===== config.mk =====
export PLATFORM = sky130hd
export DESIGN_NAME = lpw_core
export DESIGN_NICKNAME = d
export VERILOG_FILES = /design/src/lpw_pkg.sv /design/src/lpw_sync.sv /design/src/lpw_vec_sel.sv /design/src/lpw_core.sv
export VERILOG_INCLUDE_DIRS = /design/src
export SDC_FILE = /design/constraint.sdc
export NUM_CORES = 1
export LEC_CHECK = 0
export BUFFER_PORTS_ARGS = -buffer_cell sky130_fd_sc_hd__buf_2
export CORE_UTILIZATION = 45
export CTS_CLUSTER_DIAMETER = 30
export DETAILED_ROUTE_END_ITERATION = 6
export PLACE_DENSITY = 0.69
export SETUP_SLACK_MARGIN = 0.4
export SLEW_MARGIN = 5
export SYNTH_ARGS = -nofsm -noshare
export SYNTH_HDL_FRONTEND = slang
export SYNTH_SLANG_ARGS = --single-unit

===== constraint.sdc =====
create_clock -name ref_clk -period 3.95 [get_ports ref_clk]
set_clock_uncertainty 0.2 [all_clocks]
set_input_delay 0.79 -clock ref_clk [delete_from_list [all_inputs] [get_ports ref_clk]]
set_output_delay 0.79 -clock ref_clk [all_outputs]
set_load 0.01 [all_outputs]

===== src/lpw_regs.svh =====
`ifndef LPW_REGS_SVH
`define LPW_REGS_SVH

// vector pair start addresses
`define LPW_VEC_RESET     16'hFFFE
`define LPW_VEC_EXT_IRQ   16'hFFFA
`define LPW_VEC_BREAK     16'hFFFC
`define LPW_VEC_PLL       16'hFFF8
`define LPW_VEC_T1_OVF    16'hFFF2
`define LPW_VEC_T1_CH1    16'hFFF4
`define LPW_VEC_T1_CH0    16'hFFF6
`define LPW_VEC_T2_OVF    16'hFFEC
`define LPW_VEC_T2_CH1    16'hFFEE
`define LPW_VEC_T2_CH0    16'hFFF0
`define LPW_VEC_SPI_TX    16'hFFE8
`define LPW_VEC_SPI_RX    16'hFFEA
`define LPW_VEC_SCI_TX    16'hFFE2
`define LPW_VEC_SCI_RX    16'hFFE4
`define LPW_VEC_SCI_ERR   16'hFFE6
`define LPW_VEC_KEYPAD    16'hFFE0
`define LPW_VEC_ADC       16'hFFDE
`define LPW_VEC_TIMEBASE  16'hFFDC

// stop recovery, in ref_clk cycles
`define LPW_REC_LONG      12'hFFF
`define LPW_REC_SHORT     12'h01F
`define LPW_REC_ZERO      12'h000
`define LPW_REC_STEP      12'h001

// keypad pins idle high, so the edge history starts there and no false edge follows reset
`define LPW_KP_IDLE       8'hFF

`endif


===== src/lpw_pkg.sv =====
package lpw_pkg;
    typedef enum logic [1:0] {
        LPW_RUN,
        LPW_WAIT,
        LPW_STOP,
        LPW_RECOVER
    } lpw_state_e;
    typedef logic [15:0] lpw_vec_t;
endpackage


===== src/lpw_sync.sv =====
`timescale 1ns/1ps
`default_nettype none
module lpw_sync (
    // clock and reset
    input wire logic ref_clk,
    input wire logic rst,
    // level in and out
    input wire logic d,
    output logic q
);
    logic stage1;
    logic next_stage1;
    logic next_q;

    always_comb begin
        next_stage1 = d;
        next_q = stage1;
    end

    always_ff @(posedge ref_clk) begin
        if (rst) begin
            stage1 <= 1'b1;
            q <= 1'b1;
        end else begin
            stage1 <= next_stage1;
            q <= next_q;
        end
    end
endmodule
`default_nettype wire


===== src/lpw_vec_sel.sv =====
`timescale 1ns/1ps
`default_nettype none
module lpw_vec_sel
    import lpw_pkg::*;
(
    // wake requests, already qualified for the current mode
    input wire logic is_reset,
    input wire logic ext_irq,
    input wire logic brk,
    input wire logic pll,
    input wire logic [2:0] t1,
    input wire logic [2:0] t2,
    input wire logic [1:0] spi,
    input wire logic [2:0] sci,
    input wire logic keypad,
    input wire logic adc,
    input wire logic timebase,
    // selected pair
    output lpw_vec_t vec
);
`include "lpw_regs.svh"

    // fixed priority: resets first, then highest vector address
    always_comb begin
        if (is_reset) vec = `LPW_VEC_RESET;
        else if (brk) vec = `LPW_VEC_BREAK;
        else if (ext_irq) vec = `LPW_VEC_EXT_IRQ;
        else if (pll) vec = `LPW_VEC_PLL;
        else if (t1[2]) vec = `LPW_VEC_T1_CH0;
        else if (t1[1]) vec = `LPW_VEC_T1_CH1;
        else if (t1[0]) vec = `LPW_VEC_T1_OVF;
        else if (t2[2]) vec = `LPW_VEC_T2_CH0;
        else if (t2[1]) vec = `LPW_VEC_T2_CH1;
        else if (t2[0]) vec = `LPW_VEC_T2_OVF;
        else if (spi[1]) vec = `LPW_VEC_SPI_RX;
        else if (spi[0]) vec = `LPW_VEC_SPI_TX;
        else if (sci[2]) vec = `LPW_VEC_SCI_ERR;
        else if (sci[1]) vec = `LPW_VEC_SCI_RX;
        else if (sci[0]) vec = `LPW_VEC_SCI_TX;
        else if (keypad) vec = `LPW_VEC_KEYPAD;
        else if (adc) vec = `LPW_VEC_ADC;
        else if (timebase) vec = `LPW_VEC_TIMEBASE;
        else vec = `LPW_VEC_RESET;
    end
endmodule
`default_nettype wire


===== src/lpw_core.sv =====
`timescale 1ns/1ps
`default_nettype none
module lpw_core
    import lpw_pkg::*;
(
    // clock and reset
    input wire logic ref_clk,
    input wire logic rst,
    // cpu requests
    input wire logic wait_req,
    input wire logic stop_req,
    input wire logic vector_ack,
    // configuration
    input wire logic osc_run_in_stop,
    input wire logic short_recovery_select,
    // wake sources from pins
    input wire logic reset_pin_n,
    input wire logic ext_irq_pin_n,
    input wire logic [7:0] keypad_pins_n,
    // wake sources from on-chip logic
    input wire logic watchdog_timeout,
    input wire logic low_voltage_reset,
    input wire logic break_irq,
    input wire logic pll_irq,
    input wire logic keypad_irq,
    input wire logic [2:0] timer_one_irq,
    input wire logic [2:0] timer_two_irq,
    input wire logic [1:0] sync_serial_irq,
    input wire logic [2:0] async_serial_irq,
    input wire logic adc_irq,
    input wire logic timebase_irq,
    // clock gating
    output logic cpu_clk_en,
    output logic bus_clk_en,
    output logic osc_en,
    output logic pll_en,
    output logic clkgen_out_en,
    // peripheral controls
    output logic async_serial_run,
    output logic sync_serial_run,
    output logic sync_serial_abort,
    output logic timer_run,
    output logic timebase_run,
    output logic timebase_reg_access,
    // system reset and vector
    output logic sys_reset,
    output logic vector_valid,
    output lpw_vec_t vector_addr,
    output lpw_state_e mode
);
`include "lpw_regs.svh"

    // ----------------------------------------------------------------
    // pin synchronisers
    // ----------------------------------------------------------------
    logic reset_pin_s;
    logic ext_irq_s;
    logic [7:0] keypad_s;

    lpw_sync u_sync_rst (
        .ref_clk(ref_clk),
        .rst(rst),
        .d(reset_pin_n),
        .q(reset_pin_s)
    );
    lpw_sync u_sync_irq (
        .ref_clk(ref_clk),
        .rst(rst),
        .d(ext_irq_pin_n),
        .q(ext_irq_s)
    );

    genvar gi;
    generate
        for (gi = 0; gi < 8; gi++) begin : g_kp
            lpw_sync u_sync_kp (
                .ref_clk(ref_clk),
                .rst(rst),
                .d(keypad_pins_n[gi]),
                .q(keypad_s[gi])
            );
        end
    endgenerate

    // ----------------------------------------------------------------
    // edge detection
    // ----------------------------------------------------------------
    logic ext_irq_d;
    logic [7:0] keypad_d;
    logic next_ext_irq_d;
    logic [7:0] next_keypad_d;
    logic ext_fall;
    logic keypad_fall;

    always_comb begin
        next_ext_irq_d = ext_irq_s;
        next_keypad_d = keypad_s;
        ext_fall = ext_irq_d & ~ext_irq_s;
        keypad_fall = |(keypad_d & ~keypad_s);
    end

    always_ff @(posedge ref_clk) begin
        if (rst) begin
            ext_irq_d <= 1'b1;
            keypad_d <= `LPW_KP_IDLE;
        end else begin
            ext_irq_d <= next_ext_irq_d;
            keypad_d <= next_keypad_d;
        end
    end

    // ----------------------------------------------------------------
    // wake qualification
    // ----------------------------------------------------------------
    logic in_stop;
    logic reset_wake;
    logic irq_wake;
    logic wake_wait;
    logic wake_stop_int;
    logic tb_live_stop;
    lpw_vec_t sel_vec;

    always_comb begin
        in_stop = (mode == LPW_STOP);
        tb_live_stop = osc_run_in_stop;
        // watchdog clock is off in stop, so it only counts outside it
        reset_wake = ~reset_pin_s | low_voltage_reset
            | (watchdog_timeout & ~in_stop);
        wake_wait = ext_fall | break_irq | pll_irq | keypad_irq
            | (|timer_one_irq) | (|timer_two_irq)
            | (|sync_serial_irq) | (|async_serial_irq)
            | adc_irq | timebase_irq;
        wake_stop_int = ext_fall | keypad_fall | break_irq
            | (timebase_irq & tb_live_stop);
        irq_wake = in_stop ? wake_stop_int : wake_wait;
    end

    lpw_vec_sel u_vec_sel (
        .is_reset(reset_wake),
        .ext_irq(ext_fall),
        .brk(break_irq),
        .pll(pll_irq & ~in_stop),
        .t1(in_stop ? 3'b000 : timer_one_irq),
        .t2(in_stop ? 3'b000 : timer_two_irq),
        .spi(in_stop ? 2'b00 : sync_serial_irq),
        .sci(in_stop ? 3'b000 : async_serial_irq),
        .keypad(in_stop ? keypad_fall : keypad_irq),
        .adc(adc_irq & ~in_stop),
        .timebase(timebase_irq & (~in_stop | tb_live_stop)),
        .vec(sel_vec)
    );

    // ----------------------------------------------------------------
    // mode machine and stop recovery counter
    // ----------------------------------------------------------------
    lpw_state_e next_mode;
    logic [11:0] rec_cnt;
    logic [11:0] next_rec_cnt;
    lpw_vec_t next_vector_addr;
    logic next_vector_valid;
    logic next_sys_reset;
    logic next_spi_abort;
    logic spi_abort;

    always_comb begin
        next_mode = mode;
        next_rec_cnt = rec_cnt;
        next_vector_addr = vector_addr;
        next_vector_valid = vector_valid & ~vector_ack;
        next_sys_reset = 1'b0;
        next_spi_abort = 1'b0;
        unique case (mode)
            LPW_RUN: begin
                if (reset_wake) begin
                    next_sys_reset = 1'b1;
                    next_vector_addr = `LPW_VEC_RESET;
                    next_vector_valid = 1'b1;
                end else if (stop_req) begin
                    next_mode = LPW_STOP;
                end else if (wait_req) begin
                    next_mode = LPW_WAIT;
                end
            end
            LPW_WAIT: begin
                if (reset_wake | irq_wake) begin
                    next_sys_reset = reset_wake;
                    next_vector_addr = sel_vec;
                    next_vector_valid = 1'b1;
                    next_mode = LPW_RUN;
                end
            end
            LPW_STOP: begin
                if (reset_wake | irq_wake) begin
                    next_sys_reset = reset_wake;
                    next_spi_abort = reset_wake;
                    next_vector_addr = sel_vec;
                    next_rec_cnt = short_recovery_select ? `LPW_REC_SHORT
                        : `LPW_REC_LONG;
                    next_mode = LPW_RECOVER;
                end
            end
            LPW_RECOVER: begin
                if (rec_cnt == `LPW_REC_ZERO) begin
                    next_vector_valid = 1'b1;
                    next_mode = LPW_RUN;
                end else begin
                    next_rec_cnt = rec_cnt - `LPW_REC_STEP;
                end
            end
        endcase
    end

    always_ff @(posedge ref_clk) begin
        if (rst) begin
            mode <= LPW_RUN;
            rec_cnt <= `LPW_REC_ZERO;
            vector_addr <= `LPW_VEC_RESET;
            vector_valid <= 1'b1;
            sys_reset <= 1'b1;
            spi_abort <= 1'b0;
        end else begin
            mode <= next_mode;
            rec_cnt <= next_rec_cnt;
            vector_addr <= next_vector_addr;
            vector_valid <= next_vector_valid;
            sys_reset <= next_sys_reset;
            spi_abort <= next_spi_abort;
        end
    end

    // ----------------------------------------------------------------
    // clock and peripheral gating
    // ----------------------------------------------------------------
    // recovery keeps the oscillator and clkgen output up but the cpu, bus and pll clocks held off;
    // flopped from next_mode so a two-bit state change cannot glitch an enable
    logic next_awake;
    logic next_cpu_clk_en;
    logic next_bus_clk_en;
    logic next_osc_en;
    logic next_pll_en;
    logic next_clkgen_out_en;
    logic next_async_serial_run;
    logic next_sync_serial_run;
    logic next_timer_run;
    logic next_timebase_run;
    logic next_timebase_reg_access;

    always_comb begin
        next_awake = (next_mode == LPW_RUN) | (next_mode == LPW_WAIT);
        next_cpu_clk_en = (next_mode == LPW_RUN);
        next_bus_clk_en = next_awake;
        next_osc_en = (next_mode != LPW_STOP) | osc_run_in_stop;
        next_pll_en = next_awake;
        next_clkgen_out_en = (next_mode != LPW_STOP) | osc_run_in_stop;
        next_async_serial_run = next_awake;
        next_sync_serial_run = next_awake;
        next_timer_run = next_awake;
        next_timebase_run = (next_mode != LPW_STOP) | tb_live_stop;
        next_timebase_reg_access = (next_mode == LPW_RUN);
        sync_serial_abort = spi_abort;
    end

    always_ff @(posedge ref_clk) begin
        if (rst) begin
            cpu_clk_en <= 1'b1;
            bus_clk_en <= 1'b1;
            osc_en <= 1'b1;
            pll_en <= 1'b1;
            clkgen_out_en <= 1'b1;
            async_serial_run <= 1'b1;
            sync_serial_run <= 1'b1;
            timer_run <= 1'b1;
            timebase_run <= 1'b1;
            timebase_reg_access <= 1'b1;
        end else begin
            cpu_clk_en <= next_cpu_clk_en;
            bus_clk_en <= next_bus_clk_en;
            osc_en <= next_osc_en;
            pll_en <= next_pll_en;
            clkgen_out_en <= next_clkgen_out_en;
            async_serial_run <= next_async_serial_run;
            sync_serial_run <= next_sync_serial_run;
            timer_run <= next_timer_run;
            timebase_run <= next_timebase_run;
            timebase_reg_access <= next_timebase_reg_access;
        end
    end
endmodule
`default_nettype wire


Word-level counts from Yosys, hierarchy flattened:

Cells that the tools add are included.

* $add $sub $neg: 1
* multiply operators: 0
* div/mod/pow operators: 0
* $lt $le $gt $ge: 0
* equal/unequal tests: 9
* shift-type cells: 0
* mux-type cells: 45
* bitwise logic cells: 31
* reductions and logical operators: 14

Operator list (number)
* $mux W16: 19
* $mux W12: 3
* $pmux W16 S2: 1
* $pmux W12 S2: 1
* $or A1 B1 Y1: 18
* $mux W2: 7
* $logic_not A12 Y1: 1
* $sub A12 B1 Y12 const B: 1
* $mux W3: 3
* $reduce_or A3 Y1: 3
* $and A8 B8 Y8: 1
* $not A8 Y8: 1
* $pmux W2 S4: 1
* $reduce_or A8 Y1: 1
* $and A1 B1 Y1: 7
* $mux W1: 7
* $mux W6: 1
* $ne A2 B2 Y1 const B: 3
* $reduce_and A3 Y1: 2
* $reduce_or A2 Y1: 3
* $eq A2 B1 Y1 const B: 2
* $eq A2 B2 Y1 const B: 2
* $logic_not A2 Y1: 2
* $ne A2 B1 Y1 const B: 2
* 4 further kinds: 8

* register bits after elaboration: 65
* latch bits: 0
* memory bits (writable): 0
* ROM bits: 0
* input port bits: 35
* output and inout port bits: 31
* word-level logic and storage cells: 131
* memories: 0

Longest topological paths before layout:

Gate-level depths: netlist of run 1.

* word-level depth: 24
* gate-level depth with buffers: 10
* gate-level depth less buffers: 8

Modules after synthesis:

A second synthesis of run 1 with hierarchy kept.

* cell total of the unflattened synthesis: 383
* area, all modules: 3393.3 um2

Modules (own cells, without submodules)
* lpw_core: instances 1, cells each 298, area an instance 2580.0 um2, sequential area each 900.9 um2
* lpw_sync: instances 10, cells each 4, area an instance 52.6 um2, sequential area each 40.0 um2
* lpw_vec_sel: instances 1, cells each 45, area an instance 287.8 um2, sequential area each 0.0 um2

Least setup slack after synthesis of run 1:

OpenSTA, ideal clock, no wires.

* path type: register to register
* from: reg mode[0]
* to: reg rec_cnt[4]
* arrival: 2275 ps
* required time: 3616 ps
* setup slack: 1341 ps
* stages on the path, launching flop included: 10
* buffers on the path: 1
* clock period less this slack: 2609 ps
* path through: dfxtp_1 -> inv_1 -> ha_1 -> buf_6 -> nand2b_4 -> and3b_4 -> and2_1 -> a211o_1 -> and3_1 -> or4_1

* longest elaborated chain between the ends: 7
* elaborated cells on any way between the ends: 12
* classes of those cells: eq/ne (4); mux (2); bitwise (4); reduce/logical (2)

Ends and longest elaborated chain
* start, declared: line lpw_core.sv:49 `output lpw_state_e mode`
* start signal, assigned: line lpw_core.sv:222 `mode <= next_mode;`
* $eq A2 B2 Y1: line lpw_core.sv:124, lpw_core.sv:172
* $not A1 Y1 (no source line)
* $and A1 B1 Y1: line lpw_core.sv:128 `| (watchdog_timeout & ~in_stop);`
* $or A1 B1 Y1: line lpw_core.sv:128
* $or A1 B1 Y1: line lpw_core.sv:193 `if (reset_wake | irq_wake) begin`
* $ne A2 B1 Y1 (no source line)
* $reduce_and A3 Y1 (no source line)
* end signal, assigned: line lpw_core.sv:216 `` rec_cnt <= `LPW_REC_ZERO; ``
* end signal, assigned: line lpw_core.sv:223 `rec_cnt <= next_rec_cnt;`
* end, declared: line lpw_core.sv:157 `logic [11:0] rec_cnt;`

Several ways; a longest one is shown, not always the timed one.
A chain may end at the register's enable or synchronous reset.

Worst setup path after layout of run 1:

Ends and elaborated chain as after synthesis.

==> results of run 1 <==
==> power by group <==
part	internal (uW)	switching [uW]	total [uW]
Clock	145	181	326
Sequential	573	19.3	593
Combinational	90.9	124	215
==> worst paths after layout <==
path | slack (ns) | cells after the start | endpoint
worst max-delay path | 0.90 | 9 | rec_cnt[4]
worst min-delay path | 0.21 | 1 | g_kp[2].u_sync_kp.q
worst max register to register | 0.90 | 9 | rec_cnt[4]
worst min register to register | 0.21 | 1 | g_kp[2].u_sync_kp.q
==> kinds of logic after synthesis <==
kind of cell             count (synthesis)  share of synthesized area (%)
buffers and inverters                   46                           9.54
other                                    2                          0.284
AND/OR/NAND/NOR                        119                           25.5
adder cells (fa/ha/maj)                  6                           2.83
multiplexers                             1                          0.378
flip-flops                              54                           40.8
AO/OA/AOI/OAI                           76                           20.6
==> registers in the layout, summed over array words and instances, names as in the netlist, 2 cells and up <==
register and cells:
rec_cnt 12, g_kp.u_sync_kp.next_q 8, g_kp.u_sync_kp.q 8, keypad_d 8, vector_addr 5, mode 2
==> per-layer routing <==
layer  global-route usage [%]  up-vias
met4                     7.22        0
met2                     28.9       75
met1                     22.9     1040
li1                         -     1142
met3                     4.14        6
met5                        0        -
==> area by class of cell <==
| type | count | area, um^2 | share of cell area (%) |
|---|---|---|---|
| clock buffer | 6 | 82.6 | 2.78 |
| clock inverter | 2 | 17.5 | 0.590 |
| inverter | 15 | 56.3 | 1.90 |
| multi-input combinational | 213 | 1350 | 45.4 |
| sequential | 54 | 1080 | 36.4 |
| tap | 72 | 90.1 | 3.03 |
| timing repair buffer | 57 | 293 | 9.86 |
==> per-stage QoR <==
step                      instance area (um^2)  hold slack [ns]  power [uW]
after detailed placement                  2870            0.194         818
after floorplan                           2680            0.189         767
after global routing                      2970            0.228        1200
after CTS                                 2970            0.211        1150
after global placement                    2870            0.193         815
final                                     2970            0.209        1130
==> critical path, delay by kind of cell, from the launching register on <==
kind	cells	cell delay, ns
flops	1	0.42
buf+inv	2	0.33
compound gates	1	0.27
simple gates	5	1.27
fa+ha+maj	1	0.44
==> layout by cell type (no fill, tap or decap), drive strengths merged, types with 3 or more instances in the layout <==
cell,instances
conb,11
nand2,18
nand2b,11
a31o,3
nor2b,4
and3b,3
a211oi,4
a21oi,17
nand4,3
o2111ai,3
nor2,20
buf,57
nor3,8
and2,4
dfxtp,54
ha,6
o32ai,5
clkbuf,6
inv,15
o21ai,9
or2,29
nor4,6
a31oi,7
==> results.py, run 1 <==
metrics = {
    "final_layout": {
        "n_fill_cell": 568,
        "nNetsFinal": 387,
        "fin_cells": 419,
        "layout-drive-gt1-share_pct": 29.4,
        "fin_util_pct": 53.3,
        "syn2layout_area_growth_pct": 12.1,
        "n_antenna_cell": 0,
    },
    "timing": {
        "rsz0062_at_grt": "false",
        "period_minus_slack_ns": 3.05,
        "finalMaxSlewViolations": 0,
        "finalCritPeriodShare_pct": 77.3,
        "finalSetupViolations": 0,
        "worst_slew_pin_slew_ns": 0.681,
        "setup_slack_ns": 0.897,
        "slew_headroom_pct": 54.6,
        "setup_tns_ns": 0,
        "max_freq_mhz": 328,
        "hold_viol": 0,
    },
    "yosys": {
        "netlist.area_leader.share_pct": 40.8,
        "synth_commonest_cells": "dfxtp_1 (54), or2_2 (29), nor2_1 (20)",
        "avgSynthCellArea_um2": 8.71,
        "synth_seq_cells": 54,
        "synth_most_common_cell": "dfxtp_1",
        "synth-edff-count": 0,
        "ys_async_sr_fraction_pct": 0,
        "synth_flop_cell": "dfxtp_1",
        "yosysWarnings": 0,
        "syn_area_um2": 2650,
        "ys_seq_area_share_pct": 40.8,
        "synth.largest_area_cell": "dfxtp_1",
        "synth_top_cells_by_area": "dfxtp_1 (41%), or2_2 (6.8%), buf_4 (5.4%), a21oi_1 (3.0%), ha_1 (2.8%)",
        "syn_inst": 304,
        "ys_types": 61,
    },
    "clock_network": {
        "clk_root_buffer_cell": "clkbuf_8",
        "clock_sinks": 54,
        "cts_resized": 0,
        "cts_htree_levels": 2,
        "hold_buffers": 0,
        "cts_setup_buffers": 0,
        "clk_latency_ns": 0.31,
        "max-clock-path-buffers": 2,
        "cts_tree": "yes",
        "numCtsBuffers": 5,
        "clk_pin_slew_ns": 0.10,
    },
    "critical_path": {
        "cp_data_required_time_ns": 3.94,
        "max_stage_delay_ns": 0.48,
        "worst_path_max_delay_cell": "or4_1",
        "r2r_start": "mode[0]",
        "cp_max_fo": 22,
        "crit_type": "flop to flop",
        "start_kind": "flop",
        "path_cells": "inv_1, ha_1, nand2b_4, and3b_4, and2_1, a211o_1, buf_4, and3_1, or4_1",
        "critical_path.endpoint_type": "flop",
        "crit_arrival_ns": 3.04,
        "cp-startpoint": "mode[0]",
    },
    "routing": {
        "routedWlPerCell_um": 13.0,
        "drt-total-wl_mm": 5.44,
        "via_per_inst": 5.40,
        "met3WireLength_um": 356,
        "vias": 2263,
        "first_iter_violations": 73,
        "ant_nets": 0,
        "highest_layer": "met4",
        "dr_wl_met2_mm": 2.52,
        "drc_errors": 0,
        "wl_met1_mm": 2.50,
        "first_pass_iters": 4,
    },
    "power_and_ir_drop": {
        "p_per_area_nw_per_um2": 382,
        "irDropWorstVdd_v": 0.000155,
        "leakagePower_uw": 0.00122,
    },
    "place": {
        "gp_congestion": 0.856,
        "dpl.cell_count": 411,
        "io_buffers": 54,
        "dp_hpwl_mm": 3.87,
        "place_ws_ns": 0.934,
    },
    "die": {
        "core-area_um2": 5570,
        "start_util_pct": 47.5,
        "die_h_um": 78.7,
        "dieWidth_um": 78.7,
        "num_rows": 27,
        "io_pins": 66,
        "die_area_um2": 6200,
    },
    "global_route": {
        "grtUsageTotal_pct": 17.9,
        "grt_first_pass_wirelength_mm": 8.80,
        "antenna_found_initial": 0,
        "grt_pass1_vias": 1949,
        "grt-ovfl-total": 0,
        "grt_max_degree": 53,
    },
    "worst_hold_path": {
        "min-delay-path-class": "flop to flop",
        "holdCritStartpoint": "g_kp[2].u_sync_kp.next_q",
    },
    "run": {
        "drv_cap": 0,
    },
    "status": {
        "status": "finished clean",
    },
}
Power figures use the tool's default switching activity.
==> run 2, diff against run 1 <==
- PLACE_DENSITY: 0.69 -> 0.72
- clock period: 3.95 -> 2.78 ns (I/O delays scaled with it)
==> results.py, run 2 (synthesis results as in run 1) <==
metrics = {
    "clock_network": {
        "numCtsBuffers": 5,
        "max-clock-path-buffers": 2,
        "hold_buffers": 0,
        "cts_htree_levels": 2,
        "clk_pin_slew_ns": 0.10,
        "cts_tree": "yes",
        "clk_root_buffer_cell": "clkbuf_8",
        "clock_sinks": 54,
        "clk_latency_ns": 0.31,
    },
    "routing": {
        "first_pass_iters": 4,
        "first_iter_violations": 114,
        "via_per_inst": 5.32,
        "routedWlPerCell_um": 13.3,
        "drt-total-wl_mm": 5.83,
        "ant_nets": 0,
        "vias": 2332,
        "drc_errors": 0,
    },
    "critical_path": {
        "crit_type": "flop to flop",
        "critical_path.endpoint_type": "flop",
        "cp-startpoint": "mode[0]",
        "cp_max_fo": 4,
        "cp_data_required_time_ns": 2.78,
        "r2r_start": "mode[0]",
        "start_kind": "flop",
        "crit_arrival_ns": 2.33,
    },
    "timing": {
        "finalCritPeriodShare_pct": 83.9,
        "hold_viol": 0,
        "finalMaxSlewViolations": 0,
        "finalSetupViolations": 0,
        "rsz0062_at_grt": "true",
        "slew_headroom_pct": 63.1,
        "max_freq_mhz": 429,
        "period_minus_slack_ns": 2.33,
        "worst_hold_slack_ns": 0.211,
        "setup_tns_ns": 0,
        "worst_slew_pin_slew_ns": 0.546,
    },
    "global_route": {
        "grt-ovfl-total": 0,
        "antenna_found_initial": 0,
        "grt_max_degree": 46,
        "grt_first_pass_wirelength_mm": 9.48,
        "grtUsageTotal_pct": 19.2,
        "grt_pass1_vias": 2142,
    },
    "final_layout": {
        "layout-drive-gt1-share_pct": 38.5,
        "largest_register": "rec_cnt",
        "nNetsFinal": 406,
        "n_antenna_cell": 0,
        "largest_reg_flops": 12,
        "final_common_cell": "buf_2",
        "syn2layout_area_growth_pct": 23.4,
        "fin_util_pct": 58.7,
        "layout_common_cells": "buf_2 (54), dfxtp_1 (50), or2_2 (29), nor2_1 (20), buf_4 (19)",
        "fin_cells": 438,
        "fin_area_um2": 3270,
    },
    "die": {
        "num_rows": 27,
        "die_h_um": 78.7,
        "io_pins": 66,
        "die_area_um2": 6200,
        "core-area_um2": 5570,
        "dieWidth_um": 78.7,
        "start_util_pct": 47.5,
    },
    "power_and_ir_drop": {
        "irDropWorstVdd_v": 0.000264,
        "leakagePower_uw": 0.00137,
        "p_per_area_nw_per_um2": 552,
    },
    "place": {
        "dpl.cell_count": 415,
        "io_buffers": 54,
        "gp_congestion": 0.840,
        "place_area_um2": 2920,
        "dp_hpwl_mm": 3.97,
    },
    "run": {
        "drv_cap": 0,
    },
    "worst_hold_path": {
        "holdCritStartpoint": "g_kp[2].u_sync_kp.next_q",
        "min-delay-path-class": "flop to flop",
    },
    "status": {
        "status": "finished clean",
    },
}
-- run 2: final cells by class --
class                   instances  area [um^2]
fillers                       498         2300
clock buffers                   5         68.8
flip-flops and latches         54         1090
inverters                      15         58.8
multi-input cells             213         1440
repair buffers                 76          480
clock inverters                 3         47.5
well taps                      72         90.1
-- run 2: path summary, 6_finish.rpt --
path	to	slack (ns)	depth (start not counted)
setup reg to reg	rec_cnt[4]	0.45	9
hold / removal	g_kp[2].u_sync_kp.q	0.21	1
hold reg to reg	g_kp[2].u_sync_kp.q	0.21	1
setup / recovery	rec_cnt[4]	0.45	9
-- run 2: report_power, final --
| part | internal [uW] | switching (uW) | leakage (uW) |
|---|---|---|---|
| combinational | 212 | 211 | 0.000871 |
| clock | 273 | 261 | 0.0000587 |
| sequential | 815 | 32.7 | 0.000445 |
| total | 1300 | 504 | 0.00137 |
-- run 2: through the flow --
stage / worst slack, ns / power, uW
after floorplan: 0.462 / 1090
after global routing: 0.389 / 1900
after CTS: 0.401 / 1730
after detailed placement: 0.264 / 1170
after global placement: 0.316 / 1160
final: 0.447 / 1800
-- run 2: repair_timing --
item / in CTS / in global routing
cloned: 1 / 0
endpoints found under the setup margin: 7 / 13
resized for setup: 6 / 16
pin swaps: 1 / 1
hold endpoints to repair: 0 / 0
setup buffers: 7 / 7
-- run 2: critical path, stage by stage (launching register included) --
cell and delay (ns):
dfxtp_4 0.37, inv_4 0.04, ha_4 0.17, nand2b_4 0.14, and3b_4 0.19, and2_4 0.13, a211o_1 0.33, buf_8 0.14
and3_4 0.13, or4_1 0.38
-- run 2: metal layers --
metal	GRT usage, %	wire, um
met5	0	0
met4	6.85	22
met3	4.83	401
met2	32.3	2780
met1	23.8	2630
